### config.mk
export PLATFORM = sky130hd
export DESIGN_NAME = low_side_channel_control
export DESIGN_NICKNAME = d
export VERILOG_FILES = /design/src/channel_guard.v /design/src/low_side_channel_control.v
export VERILOG_INCLUDE_DIRS = /design/src
export SDC_FILE = /design/constraint.sdc
export NUM_CORES = 1
export LEC_CHECK = 0
export BUFFER_PORTS_ARGS = -buffer_cell sky130_fd_sc_hd__buf_2
export CORE_MARGIN = 10
export CORE_UTILIZATION = 69
export CTS_BUF_LIST = sky130_fd_sc_hd__clkbuf_4
export DETAILED_ROUTE_END_ITERATION = 6
export GPL_TIMING_DRIVEN = 0
export HOLD_SLACK_MARGIN = 0.08
export PLACE_DENSITY = 0.85
export REMOVE_ABC_BUFFERS = 1
export SLEW_MARGIN = 20
export SYNTH_ARGS = -nofsm -noshare
export SYNTH_HDL_FRONTEND = slang
export SYNTH_HIERARCHICAL = 1
export SYNTH_SLANG_ARGS = --single-unit
### constraint.sdc
create_clock -name mclk -period 5.7 [get_ports mclk]
set_input_delay 0.57 -clock mclk [delete_from_list [all_inputs] [get_ports mclk]]
set_output_delay 0.57 -clock mclk [all_outputs]
set_load 0.005 [all_outputs]
### src/low_side_channel_consts.vh
// constants of the eight-channel low-side switch control logic
`ifndef LOW_SIDE_CHANNEL_CONSTS_VH
`define LOW_SIDE_CHANNEL_CONSTS_VH

// clock and timing
`define MCLK_PERIOD_PS       5000
`define RESTART_TIME_US      1000
// restart time over the clock period, sized to the restart counter
`define RESTART_CYC_DEFAULT  18'd200000
`define RESTART_CNT_W        18

// serial frame
`define FRAME_BITS           16
`define FRAME_CNT_W          8
`define BYTE_BITS            3
`define OPC_MSB              15
`define OPC_LSB              14
`define OPC_READ             2'h0
`define OPC_ON_CMD           2'h1
`define OPC_MAP              2'h2
`define OPC_CLEAR            2'h3
`define MAP_SEL_BIT          8
`define OL_EN_BIT            8
`define RD_SEL_MSB           1
`define RD_SEL_LSB           0

// read-back selectors
`define RD_FAULT             2'h0
`define RD_OSM               2'h1
`define RD_ON_CMD            2'h2
`define RD_TEMP              2'h3

// reset values
`define ON_CMD_RST           8'h00
`define MAP_A_RST            8'h04
`define MAP_B_RST            8'h08
`define OL_EN_RST            1'b0
`define RD_SEL_RST           2'h0

// fixed fail-safe channels
`define FS_CH_A              2
`define FS_CH_B              3

`endif

### src/channel_guard.v
// per-channel fault latch with fail-safe automatic restart
`timescale 1ns/1ps
`default_nettype none

`include "low_side_channel_consts.vh"

module channel_guard #(
  parameter [`RESTART_CNT_W-1:0] RESTART_CYC = `RESTART_CYC_DEFAULT
) (
  input  wire mclk,
  input  wire rst_n,
  input  wire drive,
  input  wire gate_on,
  input  wire overload,
  input  wire overtemp,
  input  wire clear,
  input  wire fail_safe,
  output wire fault,
  output wire temp_fault
);

  reg                      ovl_q;
  reg                      ot_q;
  reg  [`RESTART_CNT_W-1:0] retry_q;
  wire                     retry_done;
  wire                     ovl_hit;
  wire                     ot_hit;

  assign ovl_hit    = overload & gate_on;
  assign ot_hit     = overtemp;
  assign retry_done = fail_safe & drive & (retry_q == RESTART_CYC);
  assign fault      = ovl_q | ot_q;
  assign temp_fault = ot_q;

  // a new trip wins over a clear in the same cycle
  always @(posedge mclk or negedge rst_n)
  begin
    if (!rst_n)
    begin
      ovl_q <= 1'b0;
      ot_q  <= 1'b0;
    end
    else
    begin
      if (ovl_hit)
        ovl_q <= 1'b1;
      else if (clear | retry_done)
        ovl_q <= 1'b0;
      if (ot_hit)
        ot_q <= 1'b1;
      else if (clear | retry_done)
        ot_q <= 1'b0;
    end
  end

  // restart delay runs only while the driving pin stays high
  always @(posedge mclk or negedge rst_n)
  begin
    if (!rst_n)
      retry_q <= {`RESTART_CNT_W{1'b0}};
    else if (fault & fail_safe & drive & ~retry_done)
      retry_q <= retry_q + 1'b1;
    else
      retry_q <= {`RESTART_CNT_W{1'b0}};
  end

endmodule // channel_guard

`default_nettype wire

### src/low_side_channel_control.v
// serial control, input mapping, fail-safe and protection of eight channels
`timescale 1ns/1ps
`default_nettype none

// How it works
// - frames are sixteen bits long
// - bits pass through for daisy chains
// - reset maps each pin to one channel
// - serial command remaps each pin
// - several channels may follow one pin
// - fail-safe drives channels 2 and 3 directly
// - fail-safe pins work without digital supply
// - serial port works only with supply
// - overload latches channel off until cleared
// - fail-safe fault restarts after delay
// - per-channel over-temperature latches off
// - latched diagnosis readable over serial
// - off-state monitor reports open load
// - test source only on serial command
// - traffic accepted only while select low
// - data output released while select high
// - idle pin high enters low-power idle

`include "low_side_channel_consts.vh"

module low_side_channel_control #(
  parameter                     CHANNELS    = 8,
  parameter [`RESTART_CNT_W-1:0] RESTART_CYC = `RESTART_CYC_DEFAULT
) (
  input  wire                mclk,
  input  wire                rst_n,
  input  wire                sclk,
  input  wire                select_low,
  input  wire                si,
  input  wire                direct_ctrl_pin_a,
  input  wire                direct_ctrl_pin_b,
  input  wire                idle_req,
  input  wire                vdd_present,
  input  wire [CHANNELS-1:0] overload_trip_current,
  input  wire [CHANNELS-1:0] over_temp,
  input  wire [CHANNELS-1:0] open_load_sense,
  output reg                 so_out,
  output reg                 so_oe_n,
  output reg  [CHANNELS-1:0] gate_on,
  output reg  [CHANNELS-1:0] open_load_test_source,
  output reg                 fail_safe_mode,
  output reg                 idle_mode
);

  ////////////////////////////////////////////////////////////////////////////
  // pin synchronisers

  localparam SYNC_W = 6 + 3 * CHANNELS;

  reg  [SYNC_W-1:0]   meta_q;
  reg  [SYNC_W-1:0]   sync_q;
  wire [SYNC_W-1:0]   pins_raw;
  wire                sclk_s;
  wire                sel_low_s;
  wire                si_s;
  wire                pin_a_s;
  wire                pin_b_s;
  wire                vdd_s;
  wire [CHANNELS-1:0] ovl_s;
  wire [CHANNELS-1:0] ot_s;
  wire [CHANNELS-1:0] ols_s;

  assign pins_raw = {open_load_sense, over_temp, overload_trip_current,
                     vdd_present, direct_ctrl_pin_b, direct_ctrl_pin_a,
                     si, select_low, sclk};

  always @(posedge mclk or negedge rst_n)
  begin
    if (!rst_n)
    begin
      // select rests high so no false select edge follows reset
      meta_q <= {{(SYNC_W-2){1'b0}}, 2'b10};
      sync_q <= {{(SYNC_W-2){1'b0}}, 2'b10};
    end
    else
    begin
      meta_q <= pins_raw;
      sync_q <= meta_q;
    end
  end

  assign sclk_s    = sync_q[0];
  assign sel_low_s = sync_q[1];
  assign si_s      = sync_q[2];
  assign pin_a_s   = sync_q[3];
  assign pin_b_s   = sync_q[4];
  assign vdd_s     = sync_q[5];
  assign ovl_s     = sync_q[6 +: CHANNELS];
  assign ot_s      = sync_q[6 + CHANNELS +: CHANNELS];
  assign ols_s     = sync_q[6 + 2 * CHANNELS +: CHANNELS];

  ////////////////////////////////////////////////////////////////////////////
  // edge detection on the serial pins

  reg  sclk_d_q;
  reg  sel_d_q;
  reg  si_bit_q;
  wire sclk_rise;
  wire sclk_fall;
  wire sel_fall;
  wire sel_rise;
  wire port_on;

  always @(posedge mclk or negedge rst_n)
  begin
    if (!rst_n)
    begin
      sclk_d_q <= 1'b0;
      sel_d_q  <= 1'b1;
    end
    else
    begin
      sclk_d_q <= sclk_s;
      sel_d_q  <= sel_low_s;
    end
  end

  assign port_on   = vdd_s & ~idle_mode;
  assign sclk_rise = sclk_s & ~sclk_d_q & ~sel_low_s & port_on;
  assign sclk_fall = ~sclk_s & sclk_d_q & ~sel_low_s & port_on;
  assign sel_fall  = ~sel_low_s & sel_d_q & port_on;
  assign sel_rise  = sel_low_s & ~sel_d_q & port_on;

  ////////////////////////////////////////////////////////////////////////////
  // frame shifter: sample on rising, shift on falling

  reg  [`FRAME_BITS-1:0]  shift_q;
  reg  [`FRAME_CNT_W-1:0] bit_cnt_q;
  reg  [1:0]              rd_sel_q;
  reg  [CHANNELS-1:0]     on_cmd_q;
  reg  [CHANNELS-1:0]     map_a_q;
  reg  [CHANNELS-1:0]     map_b_q;
  reg  [CHANNELS-1:0]     osm_q;
  reg                     ol_en_q;
  reg  [`FRAME_BITS-1:0]  reply;
  wire [CHANNELS-1:0]     fault;
  wire [CHANNELS-1:0]     temp_fault;
  wire                    frame_ok;
  wire [1:0]              opc;
  wire [CHANNELS-1:0]     clear_mask;

  always @*
  begin
    reply = {`FRAME_BITS{1'b0}};
    reply[15] = fail_safe_mode;
    reply[14] = idle_mode;
    reply[13] = pin_b_s;
    reply[12] = pin_a_s;
    reply[9:8] = rd_sel_q;
    case (rd_sel_q)
      `RD_FAULT:  reply[7:0] = fault;
      `RD_OSM:    reply[7:0] = osm_q;
      `RD_ON_CMD: reply[7:0] = on_cmd_q;
      `RD_TEMP:   reply[7:0] = temp_fault;
      default:    reply[7:0] = 8'h00;
    endcase
  end

  always @(posedge mclk or negedge rst_n)
  begin
    if (!rst_n)
    begin
      shift_q   <= {`FRAME_BITS{1'b0}};
      bit_cnt_q <= {`FRAME_CNT_W{1'b0}};
      si_bit_q  <= 1'b0;
    end
    else if (sel_fall)
    begin
      shift_q   <= reply;
      bit_cnt_q <= {`FRAME_CNT_W{1'b0}};
    end
    else if (sclk_rise)
    begin
      si_bit_q <= si_s;
      if (bit_cnt_q != {`FRAME_CNT_W{1'b1}})
        bit_cnt_q <= bit_cnt_q + 1'b1;
    end
    else if (sclk_fall)
      shift_q <= {shift_q[`FRAME_BITS-2:0], si_bit_q};
  end

  // last sixteen bits kept when the chain is whole bytes long
  assign frame_ok = sel_rise
                  & (bit_cnt_q >= `FRAME_BITS)
                  & (bit_cnt_q[`BYTE_BITS-1:0] == 3'h0);
  assign opc        = shift_q[`OPC_MSB:`OPC_LSB];
  assign clear_mask = (frame_ok && opc == `OPC_CLEAR) ?
                      shift_q[CHANNELS-1:0] : {CHANNELS{1'b0}};

  ////////////////////////////////////////////////////////////////////////////
  // command registers

  always @(posedge mclk or negedge rst_n)
  begin
    if (!rst_n)
    begin
      on_cmd_q <= `ON_CMD_RST;
      map_a_q  <= `MAP_A_RST;
      map_b_q  <= `MAP_B_RST;
      ol_en_q  <= `OL_EN_RST;
      rd_sel_q <= `RD_SEL_RST;
    end
    else if (frame_ok)
    begin
      case (opc)
        `OPC_READ:
          rd_sel_q <= shift_q[`RD_SEL_MSB:`RD_SEL_LSB];
        `OPC_ON_CMD:
          on_cmd_q <= shift_q[CHANNELS-1:0];
        `OPC_MAP:
        begin
          if (shift_q[`MAP_SEL_BIT])
            map_b_q <= shift_q[CHANNELS-1:0];
          else
            map_a_q <= shift_q[CHANNELS-1:0];
        end
        `OPC_CLEAR:
          ol_en_q <= shift_q[`OL_EN_BIT];
        default:
          rd_sel_q <= rd_sel_q;
      endcase
    end
  end

  ////////////////////////////////////////////////////////////////////////////
  // channel drive

  reg  [CHANNELS-1:0] drive;
  wire                fs_now;
  reg                 idle_req_s;
  reg                 idle_meta_q;

  // fail-safe when the digital supply is gone and idle is low
  assign fs_now = ~vdd_s & ~idle_req_s;

  always @(posedge mclk or negedge rst_n)
  begin
    if (!rst_n)
    begin
      idle_meta_q <= 1'b0;
      idle_req_s  <= 1'b0;
    end
    else
    begin
      idle_meta_q <= idle_req;
      idle_req_s  <= idle_meta_q;
    end
  end

  always @*
  begin
    drive = {CHANNELS{1'b0}};
    if (fs_now)
    begin
      drive[`FS_CH_A] = pin_a_s;
      drive[`FS_CH_B] = pin_b_s;
    end
    else
      drive = on_cmd_q
            | (map_a_q & {CHANNELS{pin_a_s}})
            | (map_b_q & {CHANNELS{pin_b_s}});
  end

  genvar ch;
  generate
    for (ch = 0; ch < CHANNELS; ch = ch + 1)
    begin : g_chan
      channel_guard #(
        .RESTART_CYC (RESTART_CYC)
      ) u_guard (
        .mclk       (mclk),
        .rst_n      (rst_n),
        .drive      (drive[ch]),
        .gate_on    (gate_on[ch]),
        .overload   (ovl_s[ch]),
        .overtemp   (ot_s[ch]),
        .clear      (clear_mask[ch]),
        .fail_safe  (fail_safe_mode),
        .fault      (fault[ch]),
        .temp_fault (temp_fault[ch])
      );
    end
  endgenerate

  ////////////////////////////////////////////////////////////////////////////
  // registered outputs

  always @(posedge mclk or negedge rst_n)
  begin
    if (!rst_n)
    begin
      gate_on               <= {CHANNELS{1'b0}};
      open_load_test_source <= {CHANNELS{1'b0}};
      osm_q                 <= {CHANNELS{1'b0}};
      fail_safe_mode        <= 1'b0;
      idle_mode             <= 1'b0;
      so_out                <= 1'b0;
      so_oe_n               <= 1'b1;
    end
    else
    begin
      fail_safe_mode <= fs_now;
      idle_mode      <= idle_req_s & ~fs_now;
      if (idle_req_s & ~fs_now)
        gate_on <= {CHANNELS{1'b0}};
      else
        gate_on <= drive & ~fault;
      // monitor bits only track channels that are off
      osm_q <= ols_s & ~gate_on;
      open_load_test_source <= {CHANNELS{ol_en_q & vdd_s}}
                             & ~gate_on;
      so_out  <= shift_q[`FRAME_BITS-1];
      so_oe_n <= sel_low_s | ~port_on;
    end
  end

endmodule // low_side_channel_control

`default_nettype wire

==> Flow_metrics.wiki, run 1 <==
{| class="wikitable"
! Metric !! Value
|-
| Fill cell total of the finished layout || 1176
|-
| Fmax || 0.330 GHz
|-
| Critical path required time || 6.20 ns
|-
| Peak supply drop || 252 µV
|-
| Share of the clock period used by the worst path || 53.2%
|-
| Root Driver || clkbuf_4
|-
| Total die area || 0.0260 mm²
|-
| Count of buffer and inverter cells on the critical path || 2
|-
| Number of enable-type register cells in the synthesized netlist || 0
|-
| Unrepaired setup endpoints after global routing || no
|-
| Basic-gate share of the synthesized area counting and, or, nand and nor cells || 24.7%
|-
| Worst EP arrival || 3.53 ns
|-
| Type of the worst min-delay path || register to register
|-
| Area of the core region || 0.0195 mm²
|-
| Main combinational cell family by area after synthesis || simple AND/OR/NAND/NOR gates
|-
| Synth Area in XOR/XNOR || 7.12%
|-
| Vias post-DR || 10109
|-
| Synthesized cell area || 0.0138 mm²
|-
| Clock Tree Buf Depth || 3
|-
| Share of the synthesized area in compound gates (AO/OA/AOI/OAI) || 4.33%
|-
| Critical Setup Path Class || register to register
|-
| Mux cell area share after synthesis || 4.47%
|-
| Slowest cell on the critical path || nor2_1
|-
| Async set-reset flop share out of synthesis || 100%
|-
| Overall overflow remaining after global route || 0
|-
| Synth Flop Type || dfrtp_1
|-
| Post-synthesis share of cell area spent on full adders, half adders and majority gates || 1.63%
|-
| Drc violations || 0
|-
| Utilization after layout || 81.1%
|-
| Average footprint of a synthesized cell || 11.3 µm²
|-
| Cell row count || 51
|-
| Chip Height || 161 µm
|-
| Number of flip-flops and latches in the synthesized netlist || 304
|-
| Critical path cell sequence || nor2_1 -> o21ai_0 -> o21ai_0 -> nand2_1 -> nor4_2 -> buf_2 -> buf_2 -> nor4_1
|-
| Initial antenna violation count || 2
|-
| Total Routed Length || 30000 µm
|-
| CTS HTree Levels || 3
|-
| Biggest fanout along the worst timing path || 11
|-
| Nets || 1418
|-
| Buffer count from post-CTS setup fixing || 0
|-
| Number of global-route vias before repair || 10379
|-
| Number of antenna-violating nets in the routed design || 0
|-
| Number of DRC markers in iteration 0 || 512
|-
| I/O pin count || 53
|-
| Final weighted congestion in routability-driven placement || 0.876
|-
| Via count normalized by instance count || 5.97
|-
| Total power of the final layout || 0.00432 W
|-
| Maximum number of pins on one net before global-route repair || 97
|-
| Reg clk slew, reported paths || 0.06 ns
|-
| Clock insertion delay at the later pin of the skew report || 0.69 ns
|-
| Setup clock skew after layout || 0.0506 ns
|-
| HPWL Detailed || 18900 µm
|-
| Leakage power summed over all cells || 6.39 nW
|-
| Max incr delay on CP || 0.76 ns
|-
| Total routing resource utilization after global routing || 23.2%
|-
| Worst slew margin relative to its limit || 35.5%
|-
| Sink Count || 304
|-
| Global-route wire length before repair || 50500 µm
|-
| Unique masters post-synth || 56
|-
| Proportion of layout cells with a drive suffix above 1 || 22.9%
|-
| Gate family responsible for the most delay along the worst path || simple AND/OR/NAND/NOR gates
|-
| Syn Inst Count || 1217
|-
| Power Dens Cells || 273 mW/mm²
|-
| Accumulated negative setup slack || 0 ns
|-
| Reported max-cap violation count || 0
|-
| Number of buffers created by CTS || 79
|-
| Initial cell density of the core || 70.5%
|-
| Hold violation total from the final report || 0
|-
| Synth warnings || 6
|-
| Startpoint types || register
|-
| Seq/Total Area, Yosys || 55.3%
|-
| Max-slew violation count || 0
|-
| Transition time of the tightest slew-check pin || 0.963 ns
|-
| Count of input and output buffers || 52
|-
| Clock tree from TritonCTS || built
|-
| Die boundary width || 161 µm
|-
| Final setup fails || 0
|-
| DRT Pass-1 Iters || 5
|-
| Post-synthesis to final-layout area growth || 14.9%
|-
| Crit end category || register
|-
| WL per Instance || 17.7 µm
|-
| Clock period minus worst slack || 3.03 ns
|-
| Outcome || completed
|}
## cells in the mapped netlist (9+ instances only)
master	count	area share, %
dfrtp_1	298	54
nor3_1	146	5.3
xnor2_1	104	6.6
nand2_1	83	2.3
nor4_1	59	2.7
nor2_1	55	1.5
nand3_1	51	1.9
inv_1	43	1.2
nand2b_1	19	0.86
buf_2	18	0.65
clkbuf_1	18	0.49
ha_1	18	1.6
nand4_1	18	0.82
and2_1	17	0.77
nor4bb_1	17	1.2
nand3_2	16	1.2
a21oi_1	13	0.47
mux2_2	12	0.98
nor2b_1	11	0.50
nor3b_1	10	0.54
mux2i_1	9	0.65
o21ai_0	9	0.33
o21ai_1	9	0.33
or2_2	9	0.41
or4b_4	9	0.90
## cells in the final DEF, fill, tap and decap left out, types with 9 or more instances in the layout
master	instances
ha_1	18
nor2_1	55
buf_2	62
dlygate4sd3_1	32
clkbuf_4	120
nor2b_1	11
nand2_1	83
clkinv_1	16
o21ai_1	9
nor3_1	145
or2_2	9
a21oi_1	13
inv_1	43
nand3_2	16
and2_1	17
buf_4	9
nand2b_1	19
mux2i_1	9
or4b_4	9
xnor2_1	104
dfrtp_1	298
nand3_1	51
mux2_2	12
o21ai_0	9
nand4_1	18
nor4bb_1	16
nor4_1	51
nor3b_1	10
nor3_2	9
## power breakdown
part	switching (W)	total, W	internal (W)
registers	0.0000554	0.00227	0.00221
logic	0.0000829	0.000143	0.0000601
clock network	0.000862	0.00191	0.00105
total	0.00100	0.00432	0.00332
## worst register-to-register path: cells and delay by family (launching register included)
kind            cells  cell delay [ns]
simple gates        4             1.62
buf+inv             2             0.48
compound gates      2             0.33
flops               1             0.46
## cell type report
cell class | instances | area, µm² | area share, %
Inverter | 44 | 165 | 1.04
Tap cell | 265 | 332 | 2.09
Multi-Input combinational cell | 831 | 5890 | 37.2
Clock buffer | 120 | 901 | 5.69
Timing Repair Buffer | 107 | 796 | 5.03
Clock inverter | 19 | 124 | 0.782
Sequential cell | 304 | 7610 | 48.1
Antenna cell | 2 | 5.00 | 0.0316
## through the flow
step | setup slack, ns | cell area (µm²) | hold WS [ns] | instances
after floorplan | 2.65 | 13600 | 0.274 | 1179
after global placement | -1.33 | 14200 | 0.332 | 1496
after detailed placement | 2.62 | 14500 | 0.335 | 1519
after CTS | 2.70 | 15800 | 0.339 | 1690
after global routing | 2.44 | 15800 | 0.341 | 1692
final | 2.67 | 15800 | 0.329 | 1692
## cell families (layout without fill, tap and decap cells)
kind of cell               count (synthesis)  after routing
xor gates and xnor gates                 112            112
and+or+nand+nor                          573            573
other                                      0              2
AOI/OAI and AO/OA                         83             83
buffers and inverters                     82            290
adders and majority gates                 18             18
muxes                                     45             45
DFF                                      304            304
## state kept, by name (all words and copies together) (netlist names), 16 cells and up
name and flops:
g_chan.u_guard/retry_q 144, meta_q 30, shift_q 16, sync_q 30
## metal layers
metal / vias to the layer above / track usage [%] / share of wire, %
met5: - / 0 / 0
met4: 0 / 8.27 / 2.0
met3: 50 / 5.31 / 5.2
met2: 297 / 38.2 / 51
met1: 5042 / 29.8 / 42
li1: 4720 / - / -
## what timing repair did
item,in CTS,in global routing
endpoints found under the hold margin,74,0
gates resized for setup,0,0
hold buffers,32,0
## path summary, 6_finish.rpt
path                             from                             to  slack, ns  cells past startpoint
max                        idle_req_s  g_chan[3].u_guard/retry_q[16]       2.67                      8
min                         meta_q[3]                      sync_q[3]       0.33                      0
max in group asynchronous       rst_n   g_chan[1].u_guard/retry_q[2]       4.18                      4
max reg2reg                idle_req_s  g_chan[3].u_guard/retry_q[16]       2.67                      8
min in group asynchronous       rst_n  g_chan[3].u_guard/retry_q[16]       0.40                      2
min reg2reg                 meta_q[3]                      sync_q[3]       0.33                      0
(Power assumes the default switching activity.)
==> run 2: changes to the inputs <==
Settings changed: CORE_UTILIZATION 69 to 58, PLACE_DENSITY 0.85 to 0.75.
Clock period 5.7 ns to 2.6 ns, I/O delays scaled along.
==> run 2 against run 1 <==
Compared with the run above: flip-flop and latch count stayed put; clock-buffer cell count shrank 10; critical path depth is 1 lower; via count down 2.0%; worst hold slack got worse by 0.23 ns; sequential power grew 120%; wire length decreased by 3.1%; non-clock buffer count unchanged; utilization is 13 points lower; cell count up 2.6%; sequential share of layout area down 0.25 points; critical path type unchanged; largest power group unchanged.
==> Flow_metrics.wiki, run 2 (same netlist as run 1, synthesis figures left out) <==
{| class="wikitable"
! Metric !! Value
|-
| Setup clock skew after layout || 0.0414 ns
|-
| Type of the worst min-delay path || primary input to asynchronous set/reset pin
|-
| Total routing resource utilization after global routing || 19.3%
|-
| Maximum number of pins on one net before global-route repair || 99
|-
| Cell row count || 56
|-
| Highest-count cells in the layout ignoring fill and taps || dfrtp_1 (298), nor3_1 (145), clkbuf_4 (110), xnor2_1 (104), nand2_1 (83)
|-
| Die boundary width || 174 µm
|-
| Hold violation total from the final report || 0
|-
| Area of the core region || 0.0234 mm²
|-
| Clock group share of total power || 43.6%
|-
| Nets || 1418
|-
| Max incr delay on CP || 0.64 ns
|-
| Share of total power in combinational logic || 3.3%
|-
| Worst EP arrival || 3.02 ns
|-
| Fin worst setup slack || 0.113 ns
|-
| Slowest cell on the critical path || nor4_2
|-
| Max-slew violation count || 0
|-
| Tightest hold margin || 0.103 ns
|-
| Share of total power in sequential cells || 53.1%
|-
| Reg clk slew, reported paths || 0.07 ns
|-
| Clock period minus worst slack || 2.49 ns
|-
| Number of buffers created by CTS || 79
|-
| Total Routed Length || 29000 µm
|-
| Proportion of layout cells with a drive suffix above 1 || 22.7%
|-
| DP Cell Count || 1572
|-
| Number of DRC markers in iteration 0 || 653
|-
| Regs by FF count || g_chan.u_guard/retry_q (144), meta_q (30), sync_q (30)
|-
| Register bank with the most flops || g_chan.u_guard/retry_q
|-
| Root Driver || clkbuf_4
|-
| Outcome || completed
|-
| Worst slew margin relative to its limit || 42.7%
|-
| Overall overflow remaining after global route || 0
|-
| Max FFs per register || 144
|-
| Post-synthesis to final-layout area growth || 15.5%
|-
| Clock insertion delay at the later pin of the skew report || 0.69 ns
|-
| Capturing point of the worst reg2reg path || g_chan[3].u_guard/retry_q[2]
|-
| Critical path cell sequence || nor2_4 -> o21ai_0 -> o21ai_0 -> nand2_1 -> nor4_2 -> buf_2 -> nor3_1
|-
| Post-placement cell area || 0.0146 mm²
|-
| Startpoint types || register
|-
| Launching point of the worst reg2reg path || sync_q[5]
|-
| Critical Setup Path Class || register to register
|-
| DRT Pass-1 Iters || 7
|-
| Internal power consumption || 0.00722 W
|-
| CTS HTree Levels || 3
|-
| Via count normalized by instance count || 5.71
|-
| Final standard cell area without fillers || 0.0159 mm²
|-
| Vias post-DR || 9908
|-
| Drc violations || 0
|-
| Reported max-cap violation count || 0
|-
| Transition time of the tightest slew-check pin || 0.858 ns
|-
| Share of the clock period used by the worst path || 95.7%
|-
| WL per Instance || 16.7 µm
|-
| Clock tree from TritonCTS || built
|-
| Critical path required time || 3.13 ns
|-
| I/O pin count || 53
|-
| Number of global-route vias before repair || 10179
|-
| NetSw || 0.00215 W
|-
| Number of antenna-violating nets in the routed design || 0
|-
| Final instance count without filler cells || 1736
|-
| Net switching share of the total power || 22.9%
|-
| Leakage power summed over all cells || 6.44 nW
|-
| Register-to-Register Path Depth || 7
|-
| Sink Count || 304
|-
| Global-route wire length before repair || 49500 µm
|-
| Crit end category || register
|-
| Most common cell type on the critical path || o21ai_0
|-
| HPWL Detailed || 18700 µm
|-
| Worst slack at placement || -0.383 ns
|-
| Total die area || 0.0303 mm²
|-
| Accumulated negative setup slack || 0 ns
|-
| Final setup fails || 0
|-
| Final weighted congestion in routability-driven placement || 0.848
|-
| Chip Height || 174 µm
|-
| Count of input and output buffers || 52
|-
| Peak supply drop || 414 µV
|-
| Fmax || 0.402 GHz
|-
| Most frequent standard cell in the layout excluding fill and tap cells || dfrtp_1
|-
| Power Dens Cells || 588 mW/mm²
|-
| Clock Tree Buf Depth || 3
|-
| Biggest fanout along the worst timing path || 11
|-
| Initial cell density of the core || 58.9%
|-
| Initial antenna violation count || 1
|-
| Slack of the worst reg-to-reg path || 0.11 ns
|}
## run 2: changes by cell type in the layout (fill, tap and decap cells not counted), moves of 2 or more
cell | previous run | this run
buf_2 | 62 | 59
clkinv_1 | 16 | 13
nor4_2 | 8 | 4
nor4_4 | 0 | 4
clkbuf_4 | 120 | 110
buf_4 | 9 | 11
## run 2: worst max-delay path by stage
stage               start                       endpoint  slack, ns  cells past startpoint
5_1_grt         sync_q[3]  g_chan[7].u_guard/retry_q[16]     -0.005                      7
3_5_place_dp   idle_req_s   g_chan[2].u_guard/retry_q[4]      -0.38                      7
2_1_floorplan   sync_q[5]   g_chan[2].u_guard/temp_fault      -0.45                      6
6_report        sync_q[5]   g_chan[3].u_guard/retry_q[2]       0.11                      7
3_3_place_gp        rst_n   g_chan[1].u_guard/retry_q[2]      -4.29                      1
4_1_cts         sync_q[3]  g_chan[7].u_guard/retry_q[16]       0.05                      7
## run 2: repair_timing
action                                  4_1_cts  5_1_grt
buffers inserted                              0        1
endpoints found under the setup margin       43       20
resized for setup                             4        3
hold endpoints to repair                    330        0
hold buffers                                 32        0
gates cloned                                  0        0
pin swaps                                     0        1
## run 2: stage by stage
| stage | utilization [%] | total power (W) |
|---|---|---|
| 2_1_floorplan | - | 0.00512 |
| 3_3_place_gp | 60.9 | 0.00530 |
| 3_5_place_dp | 62.2 | 0.00534 |
| 4_1_cts | 67.8 | 0.00950 |
| 5_1_grt | 68.0 | 0.00979 |
| 6_report | 68.0 | 0.00936 |
## run 2: layout make-up
type	instances	area, µm²
fill	1838	7490
inverter	44	165
tap	319	399
multi-input combinational	831	5940
sequential	304	7610
clock inverter	20	159
timing repair buffer	107	807
clock buffer	110	826
antenna	1	2.50
## run 2: layer usage
metal	wire length (µm)	global-route usage, %
met1	13000	25.3
met2	14200	31.1
met3	1290	3.97
met4	524	6.91
met5	0	0
## run 2: worst max-delay path, delay by kind of cell (launching register included)
kind	cells	cell delay (ns)
compound gates	2	0.31
buf+inv	1	0.33
simple gates	4	1.22
flops	1	0.46
## run 2: power by group through the flow
| stage | registers (W) | clock network [W] | logic [W] |
|---|---|---|---|
| global route | 0.00499 | 0.00445 | 0.000353 |
| CTS | 0.00497 | 0.00421 | 0.000316 |
| detailed placement | 0.00506 | 0 | 0.000278 |
| finish | 0.00498 | 0.00408 | 0.000308 |
| global placement | 0.00505 | 0 | 0.000250 |
| floorplan | 0.00501 | 0 | 0.000110 |
